## config.mk

```make
export PLATFORM = sky130hd
export DESIGN_NAME = usif_status
export DESIGN_NICKNAME = d
export VERILOG_FILES = /design/src/usif_pkg.sv /design/src/usif_status.sv
export SDC_FILE = /design/constraint.sdc
export NUM_CORES = 1
export LEC_CHECK = 0
export BUFFER_PORTS_ARGS = -buffer_cell sky130_fd_sc_hd__buf_2
export CORE_MARGIN = 4
export CORE_UTILIZATION = 45
export DETAILED_ROUTE_END_ITERATION = 8
export PLACE_DENSITY = 0.76
export SETUP_SLACK_MARGIN = 0.05
export SLEW_MARGIN = 20
export SYNTH_ARGS = -nofsm -noshare
export SYNTH_HDL_FRONTEND = slang
export SYNTH_SLANG_ARGS = --single-unit
```

## constraint.sdc

```tcl
create_clock -name clock_i -period 2.65 [get_ports clock_i]
set_input_delay 0.53 -clock clock_i [delete_from_list [all_inputs] [get_ports clock_i]]
set_output_delay 0.53 -clock clock_i [all_outputs]
set_load 0.02 [all_outputs]
```

## src/usif_pkg.sv

```systemverilog
// package of register map, field positions, reset values and modes for the uart status block
package usif_pkg;
   // register offsets on the plain register port
   localparam logic [2:0] OFS_ERR_FLAGS = 3'h0;
   localparam logic [2:0] OFS_ERR_EN = 3'h1;
   localparam logic [2:0] OFS_GEN_INT = 3'h2;
   localparam logic [2:0] OFS_BUF_STAT = 3'h3;
   localparam logic [2:0] OFS_CTRL = 3'h4;
   // error flag and enable field positions
   localparam int B_TXMT = 7;
   localparam int B_PER = 6;
   localparam int B_ABDOV = 5;
   localparam int B_CER = 4;
   localparam int B_FER = 3;
   localparam int B_BRK = 2;
   localparam int B_RXFO = 1;
   localparam int B_TXC = 0;
   // general interrupt register fields
   localparam int B_WAKE = 7;
   localparam int B_ABD = 6;
   localparam int B_ABD_EN = 2;
   // buffer status fields
   localparam int B_TX_WR_ERR = 7;
   localparam int B_STOP_TIMING = 6;
   localparam int B_TX_EMPTY = 5;
   localparam int B_TX_FULL = 4;
   localparam int B_RX_IDLE = 3;
   localparam int B_FLOW = 2;
   localparam int B_RX_EMPTY = 1;
   localparam int B_RX_FULL = 0;
   // control register fields
   localparam int B_WAKE_EN = 4;
   localparam int B_BRKMD = 3;
   // reset values
   localparam logic [7:0] RST_ERR_FLAGS = 8'h80;
   localparam logic [7:0] RST_ERR_EN = 8'h00;
   localparam logic [7:0] RST_GEN_INT = 8'h00;
   localparam logic [7:0] RST_CTRL = 8'h00;
   // break lengths in bit periods
   localparam logic [4:0] BRK_BITS_ASYNC = 5'h0b;
   localparam logic [4:0] BRK_BITS_DMX = 5'h17;
   // mode field codes
   typedef enum logic [3:0]
   {
      USIF_M_ASYNC8 = 4'b0000,
      USIF_M_ASYNC7 = 4'b0001,
      USIF_M_ODD = 4'b0010,
      USIF_M_EVEN = 4'b0011,
      USIF_M_ADDR = 4'b0100,
      USIF_M_DALI_DEV = 4'b1000,
      USIF_M_DALI_GEAR = 4'b1001,
      USIF_M_DMX = 4'b1010,
      USIF_M_LIN_SLV = 4'b1011,
      USIF_M_LIN_MST = 4'b1100
   } usif_mode_t;
   // break detector states
   typedef enum logic [1:0]
   {
      USIF_BK_IDLE = 2'b00,
      USIF_BK_COUNT = 2'b01,
      USIF_BK_HELD = 2'b10
   } usif_brk_t;
endpackage

```

## src/usif_status.sv

```systemverilog
// uart status, error flags, interrupt enables and buffer status logic
//
// Behaviour
// RL1: shift-empty flag set after last stop bit, clear while shifting, resets to one.
// RL2: parity flag reflects head byte: parity, DALI forward frame, or address.
// RL3: autobaud overflow set on DALI start measure or baud generator overflow.
// RL4: checksum flag set on DALI stop bit, else on checksum mismatch.
// RL5: framing flag equals head byte framing error.
// RL6: break flag set when break detected, clear otherwise; the code holds it set until software writes a zero to it.
// RL7: overflow flag set when character arrives with receive FIFO full.
// RL8: collision flag set on readback mismatch, first instance only.
// RL9: eight enables gate matching error flags onto interrupt; reset to zero.
// RL10: wake enabled plus line activity sets wake flag until software clears.
// RL11: autobaud done flag sticky; drives interrupt only with its enable.
// RL12: transmit buffer write while output FIFO full sets sticky write error.
// RL13: LIN master: param one low write during master process sets write error.
// RL14: LIN slave: write with param two zero or too many bytes sets error.
// RL15: address mode: param one low rewrite before transfer sets write error.
// RL16: receive interrupt timing follows stop detect timing and stop bits select.
// RL17: tx empty reads buffer empty; writing one flushes; cannot be cleared.
// RL18: tx full and rx full mirror buffer full, hardware only.
// RL19: rx line idle reads one when pin idle, zero while receiving.
// RL20: tx flow permit reflects software flow control, resets to one.
// RL21: rx empty reads buffer empty; writing one flushes; cannot be cleared.
// RL22: break is 11 bit periods low, 23 in DMX mode.
// RL23: break flag timing one sets at minimum time, zero at line release.
// RL24: error interrupt is OR of each flag ANDed with its enable.
//
// Added by the designer: strobed register access and the placing of the registers.
`timescale 1ns/1ps
module usif_status
   import usif_pkg::*;
#(
   parameter bit FIRST_INSTANCE = 1'b1
)
(
   input wire logic clock_i,
   input wire logic rstn_i,
   input wire logic [2:0] addr_i,
   input wire logic [7:0] wdata_i,
   input wire logic wr_i,
   input wire logic rd_i,
   output logic [7:0] rdata_o,
   input wire logic [3:0] mode_i,
   input wire logic [1:0] stop_bits_select_i,
   input wire logic rx_i,
   input wire logic bit_tick_i,
   input wire logic tx_shifting_i,
   input wire logic tx_last_stop_i,
   input wire logic tx_fifo_empty_i,
   input wire logic tx_fifo_full_i,
   input wire logic rx_fifo_empty_i,
   input wire logic rx_fifo_full_i,
   input wire logic rx_head_parity_i,
   input wire logic rx_head_frame_i,
   input wire logic rx_char_done_i,
   input wire logic rx_busy_i,
   input wire logic rx_mid_stop1_i,
   input wire logic rx_end_stop1_i,
   input wire logic rx_end_last_stop_i,
   input wire logic abd_overflow_i,
   input wire logic abd_done_i,
   input wire logic checksum_bad_i,
   input wire logic dali_stop_i,
   input wire logic tx_readback_bad_i,
   input wire logic flow_permit_i,
   input wire logic master_busy_i,
   input wire logic p1l_pending_i,
   input wire logic [8:0] param_two_i,
   input wire logic txb_wr_i,
   input wire logic p1l_wr_i,
   output logic tx_flush_o,
   output logic rx_flush_o,
   output logic rx_interrupt_o,
   output logic uart_interrupt_o,
   output logic err_interrupt_o
);
   logic rst_s1_q;
   logic rst_n;
   // reset release through two flip-flops
   always_ff @(posedge clock_i or negedge rstn_i)
   begin
      if (!rstn_i)
      begin
         rst_s1_q <= 1'b0;
         rst_n <= 1'b0;
      end
      else
      begin
         rst_s1_q <= 1'b1;
         rst_n <= rst_s1_q;
      end
   end

   function automatic logic is_dali(input logic [3:0] m);
      is_dali = (m == USIF_M_DALI_DEV) || (m == USIF_M_DALI_GEAR);
   endfunction

   logic [7:0] err_q, err_d, en_q, en_d, ctrl_q, ctrl_d;
   logic wake_q, wake_d, abd_q, abd_d, abd_en_q, abd_en_d;
   logic wr_err_q, wr_err_d, stop_timing_q, stop_timing_d;
   logic [7:0] rdata_d;
   logic txf_d, rxf_d, rxi_d, ui_d, ei_d;
   logic rx_q, brk_set;
   usif_brk_t bk_q, bk_d;
   logic [4:0] bk_cnt_q, bk_cnt_d;
   logic [8:0] lin_cnt_q, lin_cnt_d;
   logic w_err, w_en, w_gen, w_buf, w_ctl;

   assign w_err = wr_i && (addr_i == OFS_ERR_FLAGS);
   assign w_en = wr_i && (addr_i == OFS_ERR_EN);
   assign w_gen = wr_i && (addr_i == OFS_GEN_INT);
   assign w_buf = wr_i && (addr_i == OFS_BUF_STAT);
   assign w_ctl = wr_i && (addr_i == OFS_CTRL);

   // break detector: count low bit periods, flag by timing mode
   always_comb
   begin
      bk_d = bk_q;
      bk_cnt_d = bk_cnt_q;
      brk_set = 1'b0;
      case (bk_q)
         USIF_BK_IDLE:
         begin
            bk_cnt_d = 5'h00;
            if (!rx_i)
               bk_d = USIF_BK_COUNT;
         end
         USIF_BK_COUNT:
         begin
            if (rx_i)
               bk_d = USIF_BK_IDLE;
            else if (bit_tick_i)
            begin
               bk_cnt_d = bk_cnt_q + 5'h01;
               if (bk_cnt_d == ((mode_i == USIF_M_DMX) ? BRK_BITS_DMX : BRK_BITS_ASYNC)) // [RL22]
               begin
                  bk_d = USIF_BK_HELD;
                  brk_set = ctrl_q[B_BRKMD]; // [RL23]
               end
            end
         end
         USIF_BK_HELD:
         begin
            if (rx_i)
            begin
               bk_d = USIF_BK_IDLE;
               brk_set = !ctrl_q[B_BRKMD]; // [RL23]
            end
         end
         default:
            bk_d = USIF_BK_IDLE;
      endcase
   end

   // flag next values; hardware set wins over software clear
   always_comb
   begin
      err_d = err_q;
      if (w_err)
         err_d = err_q & wdata_i;
      err_d[B_TXMT] = !tx_shifting_i && (tx_last_stop_i || err_q[B_TXMT]); // [RL1]
      err_d[B_PER] = !rx_fifo_empty_i && rx_head_parity_i; // [RL2]
      if (is_dali(mode_i) ? abd_overflow_i : abd_overflow_i)
         err_d[B_ABDOV] = 1'b1; // [RL3]
      if (is_dali(mode_i) ? dali_stop_i : checksum_bad_i)
         err_d[B_CER] = 1'b1; // [RL4]
      err_d[B_FER] = !rx_fifo_empty_i && rx_head_frame_i; // [RL5]
      if (brk_set)
         err_d[B_BRK] = 1'b1; // [RL6]
      if (rx_char_done_i && rx_fifo_full_i)
         err_d[B_RXFO] = 1'b1; // [RL7]
      if (FIRST_INSTANCE && tx_readback_bad_i)
         err_d[B_TXC] = 1'b1; // [RL8]
      else if (!FIRST_INSTANCE)
         err_d[B_TXC] = 1'b0;
      en_d = w_en ? wdata_i : en_q; // [RL9]
      ctrl_d = w_ctl ? (wdata_i & 8'h18) : ctrl_q;
      wake_d = (w_gen ? wdata_i[B_WAKE] & wake_q : wake_q)
         | (ctrl_q[B_WAKE_EN] && rx_q && !rx_i); // [RL10]
      if (ctrl_q[B_WAKE_EN] && rx_q && !rx_i)
         ctrl_d[B_WAKE_EN] = 1'b0;
      abd_d = (w_gen ? wdata_i[B_ABD] & abd_q : abd_q) | abd_done_i; // [RL11]
      abd_en_d = w_gen ? wdata_i[B_ABD_EN] : abd_en_q;
      stop_timing_d = w_buf ? wdata_i[B_STOP_TIMING] : stop_timing_q;
      wr_err_d = w_buf ? (wdata_i[B_TX_WR_ERR] & wr_err_q) : wr_err_q;
      if (txb_wr_i && tx_fifo_full_i)
         wr_err_d = 1'b1; // [RL12]
      if (mode_i == USIF_M_LIN_MST && p1l_wr_i && master_busy_i)
         wr_err_d = 1'b1; // [RL13]
      if ((mode_i == USIF_M_LIN_SLV) && txb_wr_i
          && ((param_two_i == 9'h000) || (lin_cnt_q >= param_two_i)))
         wr_err_d = 1'b1; // [RL14]
      if (mode_i == USIF_M_ADDR && p1l_wr_i && p1l_pending_i)
         wr_err_d = 1'b1; // [RL15]
      lin_cnt_d = lin_cnt_q;
      if (brk_set || bk_q == USIF_BK_HELD)
         lin_cnt_d = 9'h000;
      else if (txb_wr_i && lin_cnt_q != 9'h1ff)
         lin_cnt_d = lin_cnt_q + 9'h001;
   end

   // outputs, read data and flush strobes
   always_comb
   begin
      rdata_d = 8'h00;
      if (rd_i)
      begin
         case (addr_i)
            OFS_ERR_FLAGS: rdata_d = err_q;
            OFS_ERR_EN: rdata_d = en_q;
            OFS_GEN_INT: rdata_d = {wake_q, abd_q, 3'b000, abd_en_q, 2'b00};
            OFS_BUF_STAT: rdata_d = {wr_err_q, stop_timing_q, tx_fifo_empty_i, // [RL17]
               tx_fifo_full_i, !rx_busy_i, flow_permit_i, // [RL18] [RL19] [RL20]
               rx_fifo_empty_i, rx_fifo_full_i}; // [RL21] [RL18]
            OFS_CTRL: rdata_d = ctrl_q;
            default: rdata_d = 8'h00;
         endcase
      end
      txf_d = w_buf && wdata_i[B_TX_EMPTY]; // [RL17]
      rxf_d = w_buf && wdata_i[B_RX_EMPTY]; // [RL21]
      if (!stop_timing_q)
         rxi_d = rx_mid_stop1_i; // [RL16]
      else if (stop_bits_select_i == 2'b11)
         rxi_d = rx_end_stop1_i; // [RL16]
      else
         rxi_d = rx_end_last_stop_i; // [RL16]
      ei_d = |(err_q & en_q); // [RL24]
      ui_d = ei_d || wake_q || (abd_q && abd_en_q); // [RL10] [RL11]
   end

   // register every group
   always_ff @(posedge clock_i or negedge rst_n)
   begin
      if (!rst_n)
      begin
         err_q <= RST_ERR_FLAGS;
         en_q <= RST_ERR_EN;
         ctrl_q <= RST_CTRL;
         wake_q <= 1'b0;
         abd_q <= 1'b0;
         abd_en_q <= 1'b0;
         wr_err_q <= 1'b0;
         stop_timing_q <= 1'b0;
         bk_q <= USIF_BK_IDLE;
         bk_cnt_q <= 5'h00;
         lin_cnt_q <= 9'h000;
         rx_q <= 1'b1;
         rdata_o <= 8'h00;
         tx_flush_o <= 1'b0;
         rx_flush_o <= 1'b0;
         rx_interrupt_o <= 1'b0;
         uart_interrupt_o <= 1'b0;
         err_interrupt_o <= 1'b0;
      end
      else
      begin
         err_q <= err_d;
         en_q <= en_d;
         ctrl_q <= ctrl_d;
         wake_q <= wake_d;
         abd_q <= abd_d;
         abd_en_q <= abd_en_d;
         wr_err_q <= wr_err_d;
         stop_timing_q <= stop_timing_d;
         bk_q <= bk_d;
         bk_cnt_q <= bk_cnt_d;
         lin_cnt_q <= lin_cnt_d;
         rx_q <= rx_i;
         rdata_o <= rdata_d;
         tx_flush_o <= txf_d;
         rx_flush_o <= rxf_d;
         rx_interrupt_o <= rxi_d;
         uart_interrupt_o <= ui_d;
         err_interrupt_o <= ei_d;
      end
   end

   // checks on flag setting, interrupt gating, write errors and break timing
   ovf_set_a: assert property ( // [RL7]
      @(posedge clock_i) disable iff (!rst_n)
      rx_char_done_i && rx_fifo_full_i |=> err_q[B_RXFO])
      else $error("overflow flag not set");
   txmt_clr_a: assert property ( // [RL1]
      @(posedge clock_i) disable iff (!rst_n)
      tx_shifting_i |=> !err_q[B_TXMT])
      else $error("shift empty flag set while shifting");
   txmt_set_a: assert property ( // [RL1]
      @(posedge clock_i) disable iff (!rst_n)
      tx_last_stop_i && !tx_shifting_i |=> err_q[B_TXMT])
      else $error("shift empty flag not set");
   per_head_a: assert property ( // [RL2]
      @(posedge clock_i) disable iff (!rst_n)
      ##1 err_q[B_PER] == $past(!rx_fifo_empty_i && rx_head_parity_i))
      else $error("parity flag mismatch");
   abdov_set_a: assert property ( // [RL3]
      @(posedge clock_i) disable iff (!rst_n)
      abd_overflow_i |=> err_q[B_ABDOV])
      else $error("autobaud overflow not flagged");
   cer_dali_a: assert property ( // [RL4]
      @(posedge clock_i) disable iff (!rst_n)
      is_dali(mode_i) && dali_stop_i |=> err_q[B_CER])
      else $error("stop bit flag not set");
   cer_sum_a: assert property ( // [RL4]
      @(posedge clock_i) disable iff (!rst_n)
      !is_dali(mode_i) && checksum_bad_i |=> err_q[B_CER])
      else $error("checksum flag not set");
   fer_head_a: assert property ( // [RL5]
      @(posedge clock_i) disable iff (!rst_n)
      ##1 err_q[B_FER] == $past(!rx_fifo_empty_i && rx_head_frame_i))
      else $error("framing flag mismatch");
   brk_set_a: assert property ( // [RL6]
      @(posedge clock_i) disable iff (!rst_n)
      brk_set |=> err_q[B_BRK])
      else $error("break flag not set");
   txc_set_a: assert property ( // [RL8]
      @(posedge clock_i) disable iff (!rst_n)
      tx_readback_bad_i |=> err_q[B_TXC] == FIRST_INSTANCE)
      else $error("collision flag wrong");
   err_irq_a: assert property ( // [RL24]
      @(posedge clock_i) disable iff (!rst_n)
      (|(err_q & en_q)) |=> err_interrupt_o)
      else $error("error interrupt missing");
   irq_gate_a: assert property ( // [RL9]
      @(posedge clock_i) disable iff (!rst_n)
      (en_q == 8'h00) |=> !err_interrupt_o)
      else $error("masked flag raised interrupt");
   en_reg_a: assert property ( // [RL9]
      @(posedge clock_i) disable iff (!rst_n)
      w_en |=> en_q == $past(wdata_i))
      else $error("enable write lost");
   full_wr_a: assert property ( // [RL12]
      @(posedge clock_i) disable iff (!rst_n)
      txb_wr_i && tx_fifo_full_i |=> wr_err_q
         ##1 (wr_err_q || $past(w_buf && !wdata_i[B_TX_WR_ERR])))
      else $error("write error not sticky");
   lin_mst_a: assert property ( // [RL13]
      @(posedge clock_i) disable iff (!rst_n)
      mode_i == USIF_M_LIN_MST && p1l_wr_i && master_busy_i |=> wr_err_q)
      else $error("master write error missing");
   lin_slv_a: assert property ( // [RL14]
      @(posedge clock_i) disable iff (!rst_n)
      mode_i == USIF_M_LIN_SLV && txb_wr_i && param_two_i == 9'h000 |=> wr_err_q)
      else $error("slave write error missing");
   addr_p1_a: assert property ( // [RL15]
      @(posedge clock_i) disable iff (!rst_n)
      mode_i == USIF_M_ADDR && p1l_wr_i && p1l_pending_i |=> wr_err_q)
      else $error("address write error missing");
   rxi_mid_a: assert property ( // [RL16]
      @(posedge clock_i) disable iff (!rst_n)
      !stop_timing_q && rx_mid_stop1_i |=> rx_interrupt_o)
      else $error("receive interrupt missing");
   brk_len_a: assert property ( // [RL22]
      @(posedge clock_i) disable iff (!rst_n)
      $rose(bk_q == USIF_BK_HELD) |->
         bk_cnt_q == (($past(mode_i) == USIF_M_DMX) ? BRK_BITS_DMX : BRK_BITS_ASYNC))
      else $error("break length wrong");
   brk_rel_a: assert property ( // [RL23]
      @(posedge clock_i) disable iff (!rst_n)
      bk_q == USIF_BK_HELD && rx_i && !ctrl_q[B_BRKMD] |=> err_q[B_BRK])
      else $error("break not flagged at release");
   wake_set_a: assert property ( // [RL10]
      @(posedge clock_i) disable iff (!rst_n)
      ctrl_q[B_WAKE_EN] && rx_q && !rx_i |=> wake_q ##1 uart_interrupt_o)
      else $error("wake not flagged");
   wake_irq_a: assert property ( // [RL10]
      @(posedge clock_i) disable iff (!rst_n)
      wake_q |=> uart_interrupt_o)
      else $error("wake interrupt missing");
   abd_sticky_a: assert property ( // [RL11]
      @(posedge clock_i) disable iff (!rst_n)
      abd_q && !w_gen |=> abd_q)
      else $error("autobaud done lost");
   rx_flush_a: assert property ( // [RL21]
      @(posedge clock_i) disable iff (!rst_n)
      w_buf && wdata_i[B_RX_EMPTY] |=> rx_flush_o)
      else $error("receive flush missing");
   tx_flush_a: assert property ( // [RL17]
      @(posedge clock_i) disable iff (!rst_n)
      w_buf && wdata_i[B_TX_EMPTY] |=> tx_flush_o)
      else $error("transmit flush missing");
endmodule
```

==> results of run 1 <==
cells in the mapped netlist (2+ instances only):
| master | n | share of area (%) |
|---|---|---|
| o21a_1 | 2 | 0.51 |
| xnor2_1 | 6 | 1.8 |
| nor4_1 | 2 | 0.42 |
| mux2i_1 | 13 | 4.4 |
| o21ai_0 | 11 | 1.9 |
| o31a_1 | 2 | 0.59 |
| xor2_1 | 5 | 1.5 |
| nand3b_1 | 4 | 1.0 |
| a21oi_1 | 5 | 0.85 |
| mux2_2 | 11 | 4.2 |
| nor2_1 | 19 | 2.4 |
| nor2b_1 | 11 | 2.3 |
| a31oi_1 | 4 | 0.85 |
| nand4_1 | 8 | 1.7 |
| dfrtp_1 | 53 | 45 |
| dfstp_2 | 2 | 1.8 |
| nand3_1 | 5 | 0.85 |
| o31ai_1 | 3 | 0.76 |
| inv_1 | 15 | 1.9 |
| clkbuf_1 | 8 | 1.0 |
| a22oi_1 | 4 | 1.0 |
| and2_1 | 4 | 0.85 |
| a22o_1 | 2 | 0.59 |
| ha_1 | 16 | 6.8 |
| nor3_1 | 10 | 1.7 |
| nand2_1 | 20 | 2.5 |
| nand2b_1 | 7 | 1.5 |
| mux4_2 | 3 | 2.3 |
| a21o_1 | 3 | 0.76 |
kinds of logic after synthesis:
logic type / count (synthesis) / share of synthesized area [%]
compound gates: 43 / 10.2
flops: 55 / 46.6
buf+inv: 24 / 3.30
fa+ha+maj: 16 / 6.77
simple gates: 100 / 18.8
other cells: 1 / 0.127
mux: 27 / 10.9
xor+xnor: 11 / 3.26
final timing paths:
path | cells after the start | end | slack, ps | from
min in group clock_i | 2 | err_q[7] | 320 | tx_shifting_i
worst min register to register | 0 | en_q[0] | 200 | rst_n
worst max-delay path | 9 | lin_cnt_q[7] | 550 | lin_cnt_q[0]
worst max register to register | 9 | lin_cnt_q[7] | 550 | lin_cnt_q[0]
worst min-delay path | 0 | en_q[0] | 200 | rst_n
max in group asynchronous | 1 | rx_q | 1620 | rst_n
layer usage:
layer | part of all wire [%] | vias up | global-route usage (%) | wire length (um)
li1 | - | 1120 | - | -
met1 | 44 | 1104 | 21.2 | 2800
met2 | 48 | 71 | 28.8 | 3090
met5 | 0 | - | 0 | 0
met4 | 0.99 | 0 | 5.28 | 63
met3 | 6.9 | 6 | 3.32 | 443
cell type report:
class	count	area (um^2)	share of cell area, %
Clock buffer	6	82.6	2.37
Clock inverter	2	38.8	1.11
Inverter	15	56.3	1.61
Multi-Input combinational cell	198	1480	42.5
Sequential cell	55	1380	39.6
Tap cell	77	96.3	2.76
Timing Repair Buffer	69	353	10.1
what timing repair did:
item | 4_1_cts | 5_1_grt
endpoints found under the hold margin | 2 | 0
setup endpoints to repair | 0 | 0
buffers inserted | 0 | 0
hold buffers | 1 | 0
resized for setup | 0 | 0
through the flow:
step	worst slack (ps)	util, %	total power [mW]	hold WS [ps]	instances
floorplan	781	-	1.57	234	277
global placement	555	52.9	1.72	212	413
detailed placement	476	52.9	1.77	209	413
CTS	536	54.9	2.36	217	422
global route	350	54.9	2.50	248	422
finish	545	54.9	2.33	197	422
report_power, final:
part	switching (mW)	internal, mW
clock network	0.278	0.311
logic	0.305	0.304
registers	0.155	0.982
state kept, by name, summed over array words and instances (netlist names):
| signal | cells |
|---|---|
| en_q | 8 |
| rx_flush_o | 1 |
| bk_q | 2 |
| rx_q | 1 |
| wake_q | 1 |
| rst_s1_q | 1 |
| rx_interrupt_o | 1 |
| tx_flush_o | 1 |
| abd_q | 1 |
| ctrl_q | 2 |
| uart_interrupt_o | 1 |
| err_interrupt_o | 1 |
| lin_cnt_q | 9 |
| rst_n | 1 |
| stop_timing_q | 1 |
| bk_cnt_q | 5 |
| err_q | 8 |
| abd_en_q | 1 |
| rdata_o | 8 |
| wr_err_q | 1 |
critical path: stages (launching register included):
cell and delay [ps]:
dfrtp_1 440, ha_1 250, nand3_1 90, nor2_1 50, ha_1 170, nor2b_1 380
nand4_1 240, nor2_1 160, xnor2_1 130, nor3_1 60
==> impl_metrics.xml, run 1 <==
<?xml version="1.0" encoding="UTF-8"?>
<metrics>
  <group name="timing">
    <metric name="worst-slew-pin-transition" unit="ps">571</metric>
    <metric name="timing.final.max_slew_violations" unit="">0</metric>
    <metric name="period_share" unit="%">79.4</metric>
    <metric name="report.final.hold_viol_count" unit="">0</metric>
    <metric name="fin_worst_skew" unit="ps">3.36</metric>
    <metric name="period_needed" unit="ps">2100</metric>
    <metric name="timing.max_slew.rel_slack" unit="%">61.7</metric>
    <metric name="rsz0062_at_grt" unit="">false</metric>
    <metric name="final_setup_violation_count" unit="">0</metric>
    <metric name="fmax" unit="MHz">475</metric>
    <metric name="timing.setup.tns" unit="ps">0</metric>
  </group>
  <group name="placement">
    <metric name="placed_area" unit="um^2">3360</metric>
    <metric name="detailed_place_hpwl" unit="mm">4.95</metric>
    <metric name="port_buffers" unit="">67</metric>
    <metric name="gp_routability_congestion" unit="">0.851</metric>
  </group>
  <group name="drt">
    <metric name="post_drt_via_cell_ratio" unit="">5.45</metric>
    <metric name="drt_drc_violations_left" unit="">0</metric>
    <metric name="vias" unit="">2301</metric>
    <metric name="detail_route.first_pass.iterations" unit="">4</metric>
    <metric name="detail_route.iter0.violations" unit="">98</metric>
    <metric name="drtAntennaViolNets" unit="">0</metric>
    <metric name="post_drt_wl_per_cell" unit="um">15.1</metric>
    <metric name="post_detailed_routing_wire_length" unit="mm">6.39</metric>
  </group>
  <group name="setup_path">
    <metric name="critical_path.endpoint_type" unit="">flip-flop</metric>
    <metric name="critical_path_peak_fanout" unit="">6</metric>
    <metric name="worst-endpoint-required" unit="ps">2830</metric>
    <metric name="timing.critical_path.from_type" unit="">flip-flop</metric>
    <metric name="worst-endpoint-arrival" unit="ps">2290</metric>
    <metric name="path_class" unit="">flip-flop to flip-flop</metric>
  </group>
  <group name="finish">
    <metric name="nFillCells" unit="">564</metric>
    <metric name="post_route_standard_cell_area_excluding_fillers" unit="um^2">3490</metric>
    <metric name="area.growth.synth_to_final" unit="%">17.9</metric>
    <metric name="antenna_cells" unit="">0</metric>
    <metric name="mostFrequentLayoutCells" unit="">67 x buf_2, 52 x dfrtp_1, 20 x nand2_1</metric>
    <metric name="layout.cells.most_common" unit="">buf_2</metric>
    <metric name="post_route_cells_drive_above_1_share" unit="%">27.8</metric>
    <metric name="num-nets-final" unit="">415</metric>
  </group>
  <group name="yosys">
    <metric name="netlist-cell-type-count" unit="">48</metric>
    <metric name="synth_edf_count" unit="">0</metric>
    <metric name="post_synth_inst_count" unit="">277</metric>
    <metric name="syn_nets" unit="">348</metric>
    <metric name="synth_sequential_area_ratio" unit="%">46.6</metric>
    <metric name="synth_area" unit="um^2">2960</metric>
    <metric name="ys_warn_count" unit="">0</metric>
    <metric name="avgSynthCellArea" unit="um^2">10.7</metric>
    <metric name="synth-async-reset-ratio" unit="%">100</metric>
    <metric name="ys_ff_latch" unit="">55</metric>
    <metric name="postSynth.topFlopCell" unit="">dfrtp_1</metric>
  </group>
  <group name="die">
    <metric name="top_level_ports" unit="">68</metric>
    <metric name="number_of_placement_rows" unit="">29</metric>
    <metric name="core_area" unit="um^2">6350</metric>
    <metric name="die-width" unit="um">89.1</metric>
    <metric name="die_area" unit="um^2">7930</metric>
    <metric name="die_y" unit="um">89.1</metric>
    <metric name="effective_utilization_at_floorplan" unit="%">46.6</metric>
  </group>
  <group name="power">
    <metric name="leakage_power_total" unit="nW">1.65</metric>
    <metric name="max-vdd-ir-drop" unit="V">0.000326</metric>
    <metric name="cellPowerDensity" unit="nW/um^2">669</metric>
  </group>
  <group name="clock_network">
    <metric name="insertion_delay" unit="ps">300</metric>
    <metric name="cts.reportedPaths.clkPinSlew" unit="ps">100</metric>
    <metric name="cts-htree-levels" unit="">2</metric>
    <metric name="cts.sinks" unit="">55</metric>
    <metric name="cts_buffers" unit="">5</metric>
    <metric name="root_buffer" unit="">clkbuf_8</metric>
    <metric name="cts_tree" unit="">done</metric>
    <metric name="clock_tree.buffer_depth" unit="">2</metric>
  </group>
  <group name="outcome">
    <metric name="result_of_the_run" unit="">finished, final reports clean</metric>
  </group>
  <group name="global_routing">
    <metric name="grt_antenna_before_repair" unit="">0</metric>
    <metric name="maximum_number_of_pins_on_one_net_before_global_route_repair" unit="">36</metric>
    <metric name="grt_overflow_total" unit="">0</metric>
    <metric name="global_route_wire_length_before_repair" unit="mm">10.2</metric>
    <metric name="grtUsageTotal" unit="%">16.7</metric>
    <metric name="grt_pass1_vias" unit="">2251</metric>
  </group>
  <group name="worst_hold_path">
    <metric name="worstHoldPathType" unit="">flip-flop to async pin</metric>
  </group>
  <group name="flow_run">
    <metric name="cap_violations" unit="">0</metric>
  </group>
</metrics>
No activity file was read; power rests on OpenSTA's default activity.
==> run 2: changes to the inputs <==
- PLACE_DENSITY: 0.76 -> 0.78
- clock period: 2.65 -> 1.71 ns (I/O delays scaled with it)
==> run 2 against run 1 <==
The run now ends with negative setup slack left. Clock power rose by 23%. Clock skew grew 3.4 ps. Non-clock buffer count up 40. Final area increased by 12%. Critical endpoint is now wr_err_q.
==> impl_metrics.xml, run 2 (synthesis gave the netlist of run 1 again) <==
<?xml version="1.0" encoding="UTF-8"?>
<metrics>
  <group name="setup_path">
    <metric name="worst-endpoint-required" unit="ps">1940</metric>
    <metric name="cp_common_cell" unit="">buf_4</metric>
    <metric name="r2r_setup_slack" unit="ps">-20</metric>
    <metric name="critical_path.max_stage_delay" unit="ps">390</metric>
    <metric name="critical_path_peak_fanout" unit="">3</metric>
    <metric name="worst-endpoint-arrival" unit="ps">1960</metric>
    <metric name="path_cells" unit="">buf_4 &gt; buf_4 &gt; ha_1 &gt; a21o_1 &gt; a211oi_2 &gt; o31a_1 &gt; o31ai_2</metric>
    <metric name="cpMaxStageDelayCell" unit="">dfrtp_1</metric>
    <metric name="timing.critical_path.from_type" unit="">flip-flop</metric>
    <metric name="path_class" unit="">flip-flop to flip-flop</metric>
    <metric name="critical_path.endpoint_type" unit="">flip-flop</metric>
  </group>
  <group name="drt">
    <metric name="vias" unit="">2496</metric>
    <metric name="detail_route.iter0.violations" unit="">116</metric>
    <metric name="post_detailed_routing_wire_length" unit="mm">7.46</metric>
    <metric name="detail_route.first_pass.iterations" unit="">4</metric>
    <metric name="post_drt_via_cell_ratio" unit="">5.40</metric>
    <metric name="post_drt_wl_per_cell" unit="um">16.1</metric>
    <metric name="drtAntennaViolNets" unit="">0</metric>
    <metric name="drt_drc_violations_left" unit="">0</metric>
  </group>
  <group name="timing">
    <metric name="final_setup_violation_count" unit="">2</metric>
    <metric name="timing.final.max_slew_violations" unit="">0</metric>
    <metric name="period_share" unit="%">101</metric>
    <metric name="fin_worst_skew" unit="ps">6.76</metric>
    <metric name="worst_hold_slack" unit="ps">125</metric>
    <metric name="report.final.hold_viol_count" unit="">0</metric>
    <metric name="timing.setup.tns" unit="ps">-26.4</metric>
    <metric name="rsz0062_at_grt" unit="">true</metric>
    <metric name="worst-slew-pin-transition" unit="ps">587</metric>
    <metric name="fmax" unit="MHz">578</metric>
    <metric name="postLayoutSetupSlackWorst" unit="ps">-19.3</metric>
    <metric name="timing.max_slew.rel_slack" unit="%">60.9</metric>
    <metric name="period_needed" unit="ps">1730</metric>
  </group>
  <group name="die">
    <metric name="effective_utilization_at_floorplan" unit="%">46.6</metric>
    <metric name="die_area" unit="um^2">7930</metric>
    <metric name="die_y" unit="um">89.1</metric>
    <metric name="number_of_placement_rows" unit="">29</metric>
    <metric name="top_level_ports" unit="">68</metric>
    <metric name="die-width" unit="um">89.1</metric>
    <metric name="core_area" unit="um^2">6350</metric>
  </group>
  <group name="power">
    <metric name="cellPowerDensity" unit="nW/um^2">975</metric>
    <metric name="leakage_power_total" unit="nW">1.85</metric>
    <metric name="total_power_draw" unit="mW">3.80</metric>
    <metric name="max-vdd-ir-drop" unit="V">0.000541</metric>
  </group>
  <group name="clock_network">
    <metric name="root_buffer" unit="">clkbuf_8</metric>
    <metric name="cts_tree" unit="">done</metric>
    <metric name="cts.sinks" unit="">55</metric>
    <metric name="cts_buffers" unit="">5</metric>
    <metric name="cts-htree-levels" unit="">2</metric>
    <metric name="insertion_delay" unit="ps">310</metric>
    <metric name="clock_tree.buffer_depth" unit="">2</metric>
    <metric name="cts.reportedPaths.clkPinSlew" unit="ps">100</metric>
  </group>
  <group name="global_routing">
    <metric name="grt_overflow_total" unit="">0</metric>
    <metric name="grt_pass1_vias" unit="">2476</metric>
    <metric name="global_route_wire_length_before_repair" unit="mm">12.0</metric>
    <metric name="grtUsageTotal" unit="%">19.9</metric>
    <metric name="maximum_number_of_pins_on_one_net_before_global_route_repair" unit="">26</metric>
    <metric name="grt_antenna_before_repair" unit="">0</metric>
  </group>
  <group name="finish">
    <metric name="mostFrequentLayoutCells" unit="">67 x buf_2, 50 x dfrtp_1, 37 x buf_4</metric>
    <metric name="post_route_cells_drive_above_1_share" unit="%">39.5</metric>
    <metric name="largest-register" unit="">lin_cnt_q</metric>
    <metric name="post_route_standard_cell_area_excluding_fillers" unit="um^2">3890</metric>
    <metric name="area.growth.synth_to_final" unit="%">31.7</metric>
    <metric name="layout.cells.most_common" unit="">buf_2</metric>
    <metric name="flip_flop_count_of_the_largest_register_all_copies_and_words_added" unit="">9</metric>
    <metric name="nFillCells" unit="">487</metric>
    <metric name="antenna_cells" unit="">0</metric>
    <metric name="final-instance-count-excl-fill" unit="">462</metric>
    <metric name="num-nets-final" unit="">455</metric>
    <metric name="postLayoutCoreUtil" unit="%">61.3</metric>
    <metric name="layout.area.seq" unit="um^2">1380</metric>
    <metric name="combined_area_of_the_multi_input_logic_cells" unit="um^2">1590</metric>
  </group>
  <group name="outcome">
    <metric name="result_of_the_run" unit="">complete, but fails checks</metric>
    <metric name="violations" unit="">negative setup slack</metric>
  </group>
  <group name="placement">
    <metric name="detailed_place_hpwl" unit="mm">5.84</metric>
    <metric name="dp_cells" unit="">437</metric>
    <metric name="setup_slack_after_placement" unit="ps">-165</metric>
    <metric name="gp_routability_congestion" unit="">0.912</metric>
    <metric name="placed_area" unit="um^2">3570</metric>
    <metric name="port_buffers" unit="">67</metric>
  </group>
  <group name="worst_hold_path">
    <metric name="worstHoldPathType" unit="">input pin to flip-flop</metric>
  </group>
  <group name="flow_run">
    <metric name="cap_violations" unit="">0</metric>
  </group>
</metrics>
==> run 2: cell types whose count changed in the layout (fill, tap and decap cells not counted), sizes merged <==
| cell | before | now |
|---|---|---|
| clkinvlp | 0 | 1 |
| buf | 68 | 108 |
| bufinv | 1 | 0 |
==> run 2: repair_timing <==
item	in CTS	in global routing
setup buffers	5	10
pin swaps	13	6
cloned	0	1
resized for setup	14	7
setup endpoints to repair	12	13
hold endpoints to repair	2	0
hold buffers	1	0
==> run 2: cell type report <==
class                   instances  share of cell area, %
clock buffers                   6                   1.86
clock inverters                 2                  0.418
inverters                      15                   1.45
multi-input cells             198                   40.9
flip-flops and latches         55                   35.5
well taps                      77                   2.47
repair buffers                109                   17.4
==> run 2: final timing paths <==
| kind | end | cells past startpoint | start |
|---|---|---|---|
| min in group asynchronous | bk_cnt_q[4] | 0 | rst_n |
| max in group asynchronous | en_q[3] | 1 | rst_n |
| min reg2reg | bk_cnt_q[4] | 0 | rst_n |
| max reg2reg | wr_err_q | 7 | lin_cnt_q[1] |
| min | err_q[7] | 2 | tx_shifting_i |
| max | wr_err_q | 7 | lin_cnt_q[1] |
==> run 2: layer usage <==
metal / track usage (%) / up-vias / wire (um)
met2: 35.5 / 76 / 3900
met4: 5.82 / 0 / 112
li1: - / 1197 / -
met1: 24.9 / 1214 / 3050
met5: 0 / - / 0
met3: 3.04 / 9 / 402
==> run 2: report_power, final <==
part / total (mW) / switching [mW] / leakage (nW) / internal, mW
logic: 1.37 / 0.662 / 1.14 / 0.706
registers: 1.70 / 0.183 / 0.665 / 1.52
clock network: 0.725 / 0.430 / 0.0418 / 0.295
==> run 2: worst max-delay path, delay by kind of cell, from the launching register on <==
family / cells / cell delay (ps)
compound gates: 4 / 730
flops: 1 / 390
fa+ha+maj: 1 / 270
buf+inv: 2 / 260
==> run 3: changes to the inputs <==
- CTS_CLUSTER_SIZE: default -> 14
- PLACE_DENSITY: 0.78 -> 0.71
- clock period: 1.71 -> 1.9 ns (I/O delays scaled with it)
==> run 3 against run 2 <==
The flow now finishes without violations. Via count down 3.5%. Worst setup slack better by 150 ps. Combinational power down 28%. Largest cell class unchanged. Largest power group unchanged. Highest routed layer unchanged.
==> impl_metrics.xml, run 3 (synthesis gave the netlist of run 1 again) <==
<?xml version="1.0" encoding="UTF-8"?>
<metrics>
  <group name="clock_network">
    <metric name="insertion_delay" unit="ps">310</metric>
    <metric name="cts_buffers" unit="">5</metric>
    <metric name="cts.sinks" unit="">55</metric>
    <metric name="clock_tree.buffer_depth" unit="">2</metric>
    <metric name="cts.reportedPaths.clkPinSlew" unit="ps">110</metric>
    <metric name="cts_tree" unit="">done</metric>
    <metric name="root_buffer" unit="">clkbuf_8</metric>
    <metric name="cts-htree-levels" unit="">2</metric>
  </group>
  <group name="power">
    <metric name="leakage_power_total" unit="nW">1.72</metric>
    <metric name="total_power_draw" unit="mW">3.33</metric>
    <metric name="cellPowerDensity" unit="nW/um^2">915</metric>
    <metric name="max-vdd-ir-drop" unit="V">0.000652</metric>
  </group>
  <group name="timing">
    <metric name="worst-slew-pin-transition" unit="ps">566</metric>
    <metric name="rsz0062_at_grt" unit="">true</metric>
    <metric name="period_share" unit="%">92.9</metric>
    <metric name="timing.setup.tns" unit="ps">0</metric>
    <metric name="fmax" unit="MHz">566</metric>
    <metric name="timing.max_slew.rel_slack" unit="%">62.2</metric>
    <metric name="worst_hold_slack" unit="ps">167</metric>
    <metric name="final_setup_violation_count" unit="">0</metric>
    <metric name="period_needed" unit="ps">1770</metric>
    <metric name="fin_worst_skew" unit="ps">10.6</metric>
    <metric name="report.final.hold_viol_count" unit="">0</metric>
    <metric name="timing.final.max_slew_violations" unit="">0</metric>
  </group>
  <group name="drt">
    <metric name="drt_drc_violations_left" unit="">0</metric>
    <metric name="detail_route.first_pass.iterations" unit="">4</metric>
    <metric name="post_drt_wl_per_cell" unit="um">15.4</metric>
    <metric name="post_detailed_routing_wire_length" unit="mm">6.70</metric>
    <metric name="vias" unit="">2409</metric>
    <metric name="post_drt_via_cell_ratio" unit="">5.53</metric>
    <metric name="drtAntennaViolNets" unit="">0</metric>
    <metric name="detail_route.iter0.violations" unit="">114</metric>
  </group>
  <group name="finish">
    <metric name="mostFrequentLayoutCells" unit="">67 x buf_2, 51 x dfrtp_1, 20 x nand2_1</metric>
    <metric name="final-instance-count-excl-fill" unit="">436</metric>
    <metric name="post_route_cells_drive_above_1_share" unit="%">32.9</metric>
    <metric name="flip_flop_count_of_the_largest_register_all_copies_and_words_added" unit="">9</metric>
    <metric name="layout.cells.most_common" unit="">buf_2</metric>
    <metric name="num-nets-final" unit="">429</metric>
    <metric name="area.growth.synth_to_final" unit="%">23.0</metric>
    <metric name="antenna_cells" unit="">0</metric>
    <metric name="largest-register" unit="">lin_cnt_q</metric>
  </group>
  <group name="setup_path">
    <metric name="cpLargestDelayFamily" unit="">flip-flops</metric>
    <metric name="worstReg2RegStart" unit="">bk_cnt_q[3]</metric>
    <metric name="timing.rr.end" unit="">lin_cnt_q[0]</metric>
    <metric name="worst-r2r-cell-count" unit="">5</metric>
    <metric name="cpMaxStageDelayCell" unit="">dfrtp_1</metric>
    <metric name="crit_buf_inv" unit="">1</metric>
    <metric name="worst-endpoint-required" unit="ps">2100</metric>
    <metric name="timing.critical_path.from_type" unit="">flip-flop</metric>
    <metric name="path_cells" unit="">xor2_2 &gt; o311a_4 &gt; nor4_4 &gt; buf_6 &gt; nor3_1</metric>
    <metric name="r2r_setup_slack" unit="ps">130</metric>
    <metric name="path_class" unit="">flip-flop to flip-flop</metric>
    <metric name="critical_path.max_stage_delay" unit="ps">490</metric>
    <metric name="critical_path_peak_fanout" unit="">9</metric>
    <metric name="critical_path.endpoint_type" unit="">flip-flop</metric>
    <metric name="worst-endpoint-arrival" unit="ps">1960</metric>
  </group>
  <group name="global_routing">
    <metric name="grt_overflow_total" unit="">0</metric>
    <metric name="grt_antenna_before_repair" unit="">0</metric>
    <metric name="global_route_wire_length_before_repair" unit="mm">10.7</metric>
    <metric name="grt_pass1_vias" unit="">2283</metric>
    <metric name="maximum_number_of_pins_on_one_net_before_global_route_repair" unit="">30</metric>
    <metric name="grtUsageTotal" unit="%">17.1</metric>
  </group>
  <group name="die">
    <metric name="die-width" unit="um">89.1</metric>
    <metric name="core_area" unit="um^2">6350</metric>
    <metric name="number_of_placement_rows" unit="">29</metric>
    <metric name="die_y" unit="um">89.1</metric>
    <metric name="die_area" unit="um^2">7930</metric>
    <metric name="effective_utilization_at_floorplan" unit="%">46.6</metric>
    <metric name="top_level_ports" unit="">68</metric>
  </group>
  <group name="worst_hold_path">
    <metric name="min_delay_worst_endpoint" unit="">err_q[7]</metric>
    <metric name="worstHoldPathType" unit="">input pin to flip-flop</metric>
    <metric name="hold_depth" unit="">2</metric>
    <metric name="worstHoldStart" unit="">tx_shifting_i</metric>
  </group>
  <group name="outcome">
    <metric name="result_of_the_run" unit="">finished, final reports clean</metric>
  </group>
  <group name="placement">
    <metric name="dp_cells" unit="">426</metric>
    <metric name="gp_routability_congestion" unit="">0.861</metric>
    <metric name="port_buffers" unit="">67</metric>
    <metric name="detailed_place_hpwl" unit="mm">5.26</metric>
  </group>
  <group name="flow_run">
    <metric name="cap_violations" unit="">0</metric>
  </group>
</metrics>
-- run 3: changes by cell type in the layout (fill, tap and decap cells not counted), moves of 2 or more --
cell,delta
buf_4,-24
buf_6,-2
nor2_1,+2
nor2_2,-2
o31ai_1,+3
o31ai_2,-2
-- run 3: worst max-delay path by stage --
stage / slack [ps] / endpoint / from / cells past startpoint
floorplan: 120 / lin_cnt_q[6] / lin_cnt_q[0] / 10
global placement: -100 / lin_cnt_q[1] / mode_i[2] / 7
detailed placement: -160 / lin_cnt_q[6] / mode_i[2] / 7
CTS: 60 / lin_cnt_q[0] / bk_cnt_q[2] / 6
global route: 30 / lin_cnt_q[7] / lin_cnt_q[1] / 9
finish: 130 / lin_cnt_q[0] / bk_cnt_q[3] / 5
-- run 3: layout make-up --
class / count / area, um^2
Sequential cell: 55 / 1380
Clock buffer: 5 / 68.8
Fill cell: 554 / 2710
Inverter: 15 / 56.3
Tap cell: 77 / 96.3
Multi-Input combinational cell: 198 / 1510
Timing Repair Buffer: 83 / 474
Clock inverter: 3 / 46.3
-- run 3: through the flow --
| stage | worst slack [ps] | instance area [um^2] | utilization (%) |
|---|---|---|---|
| floorplan | 117 | 2960 | - |
| detailed placement | -164 | 3470 | 54.6 |
| global placement | -102 | 3470 | 54.6 |
| CTS | 57.7 | 3600 | 56.7 |
| finish | 135 | 3640 | 57.3 |
| global route | 34.0 | 3640 | 57.3 |
-- run 3: layer usage --
metal	share of wire (%)	up-vias	GRT usage (%)
met4	0.61	0	3.11
met5	0	-	0
met2	52	74	30.6
met3	5.7	7	2.95
met1	42	1179	22.0
li1	-	1149	-
-- run 3: repair_timing --
item,in CTS,in global routing
hold endpoints to repair,2,0
gates cloned,0,0
buffers inserted,0,1
hold buffers,1,0
pin swaps,0,5
setup endpoints to repair,8,10
gates resized for setup,1,8
-- run 3: where the power goes --
group / internal [mW] / switching, mW
registers: 1.37 / 0.183
logic: 0.503 / 0.482
clock network: 0.398 / 0.394
-- run 3: worst register-to-register path: cells and delay by family, from the launching register on --
family | cells | cell delay [ps]
flops | 1 | 490
simple gates | 2 | 340
xor+xnor | 1 | 240
buf+inv | 1 | 180
compound gates | 1 | 410
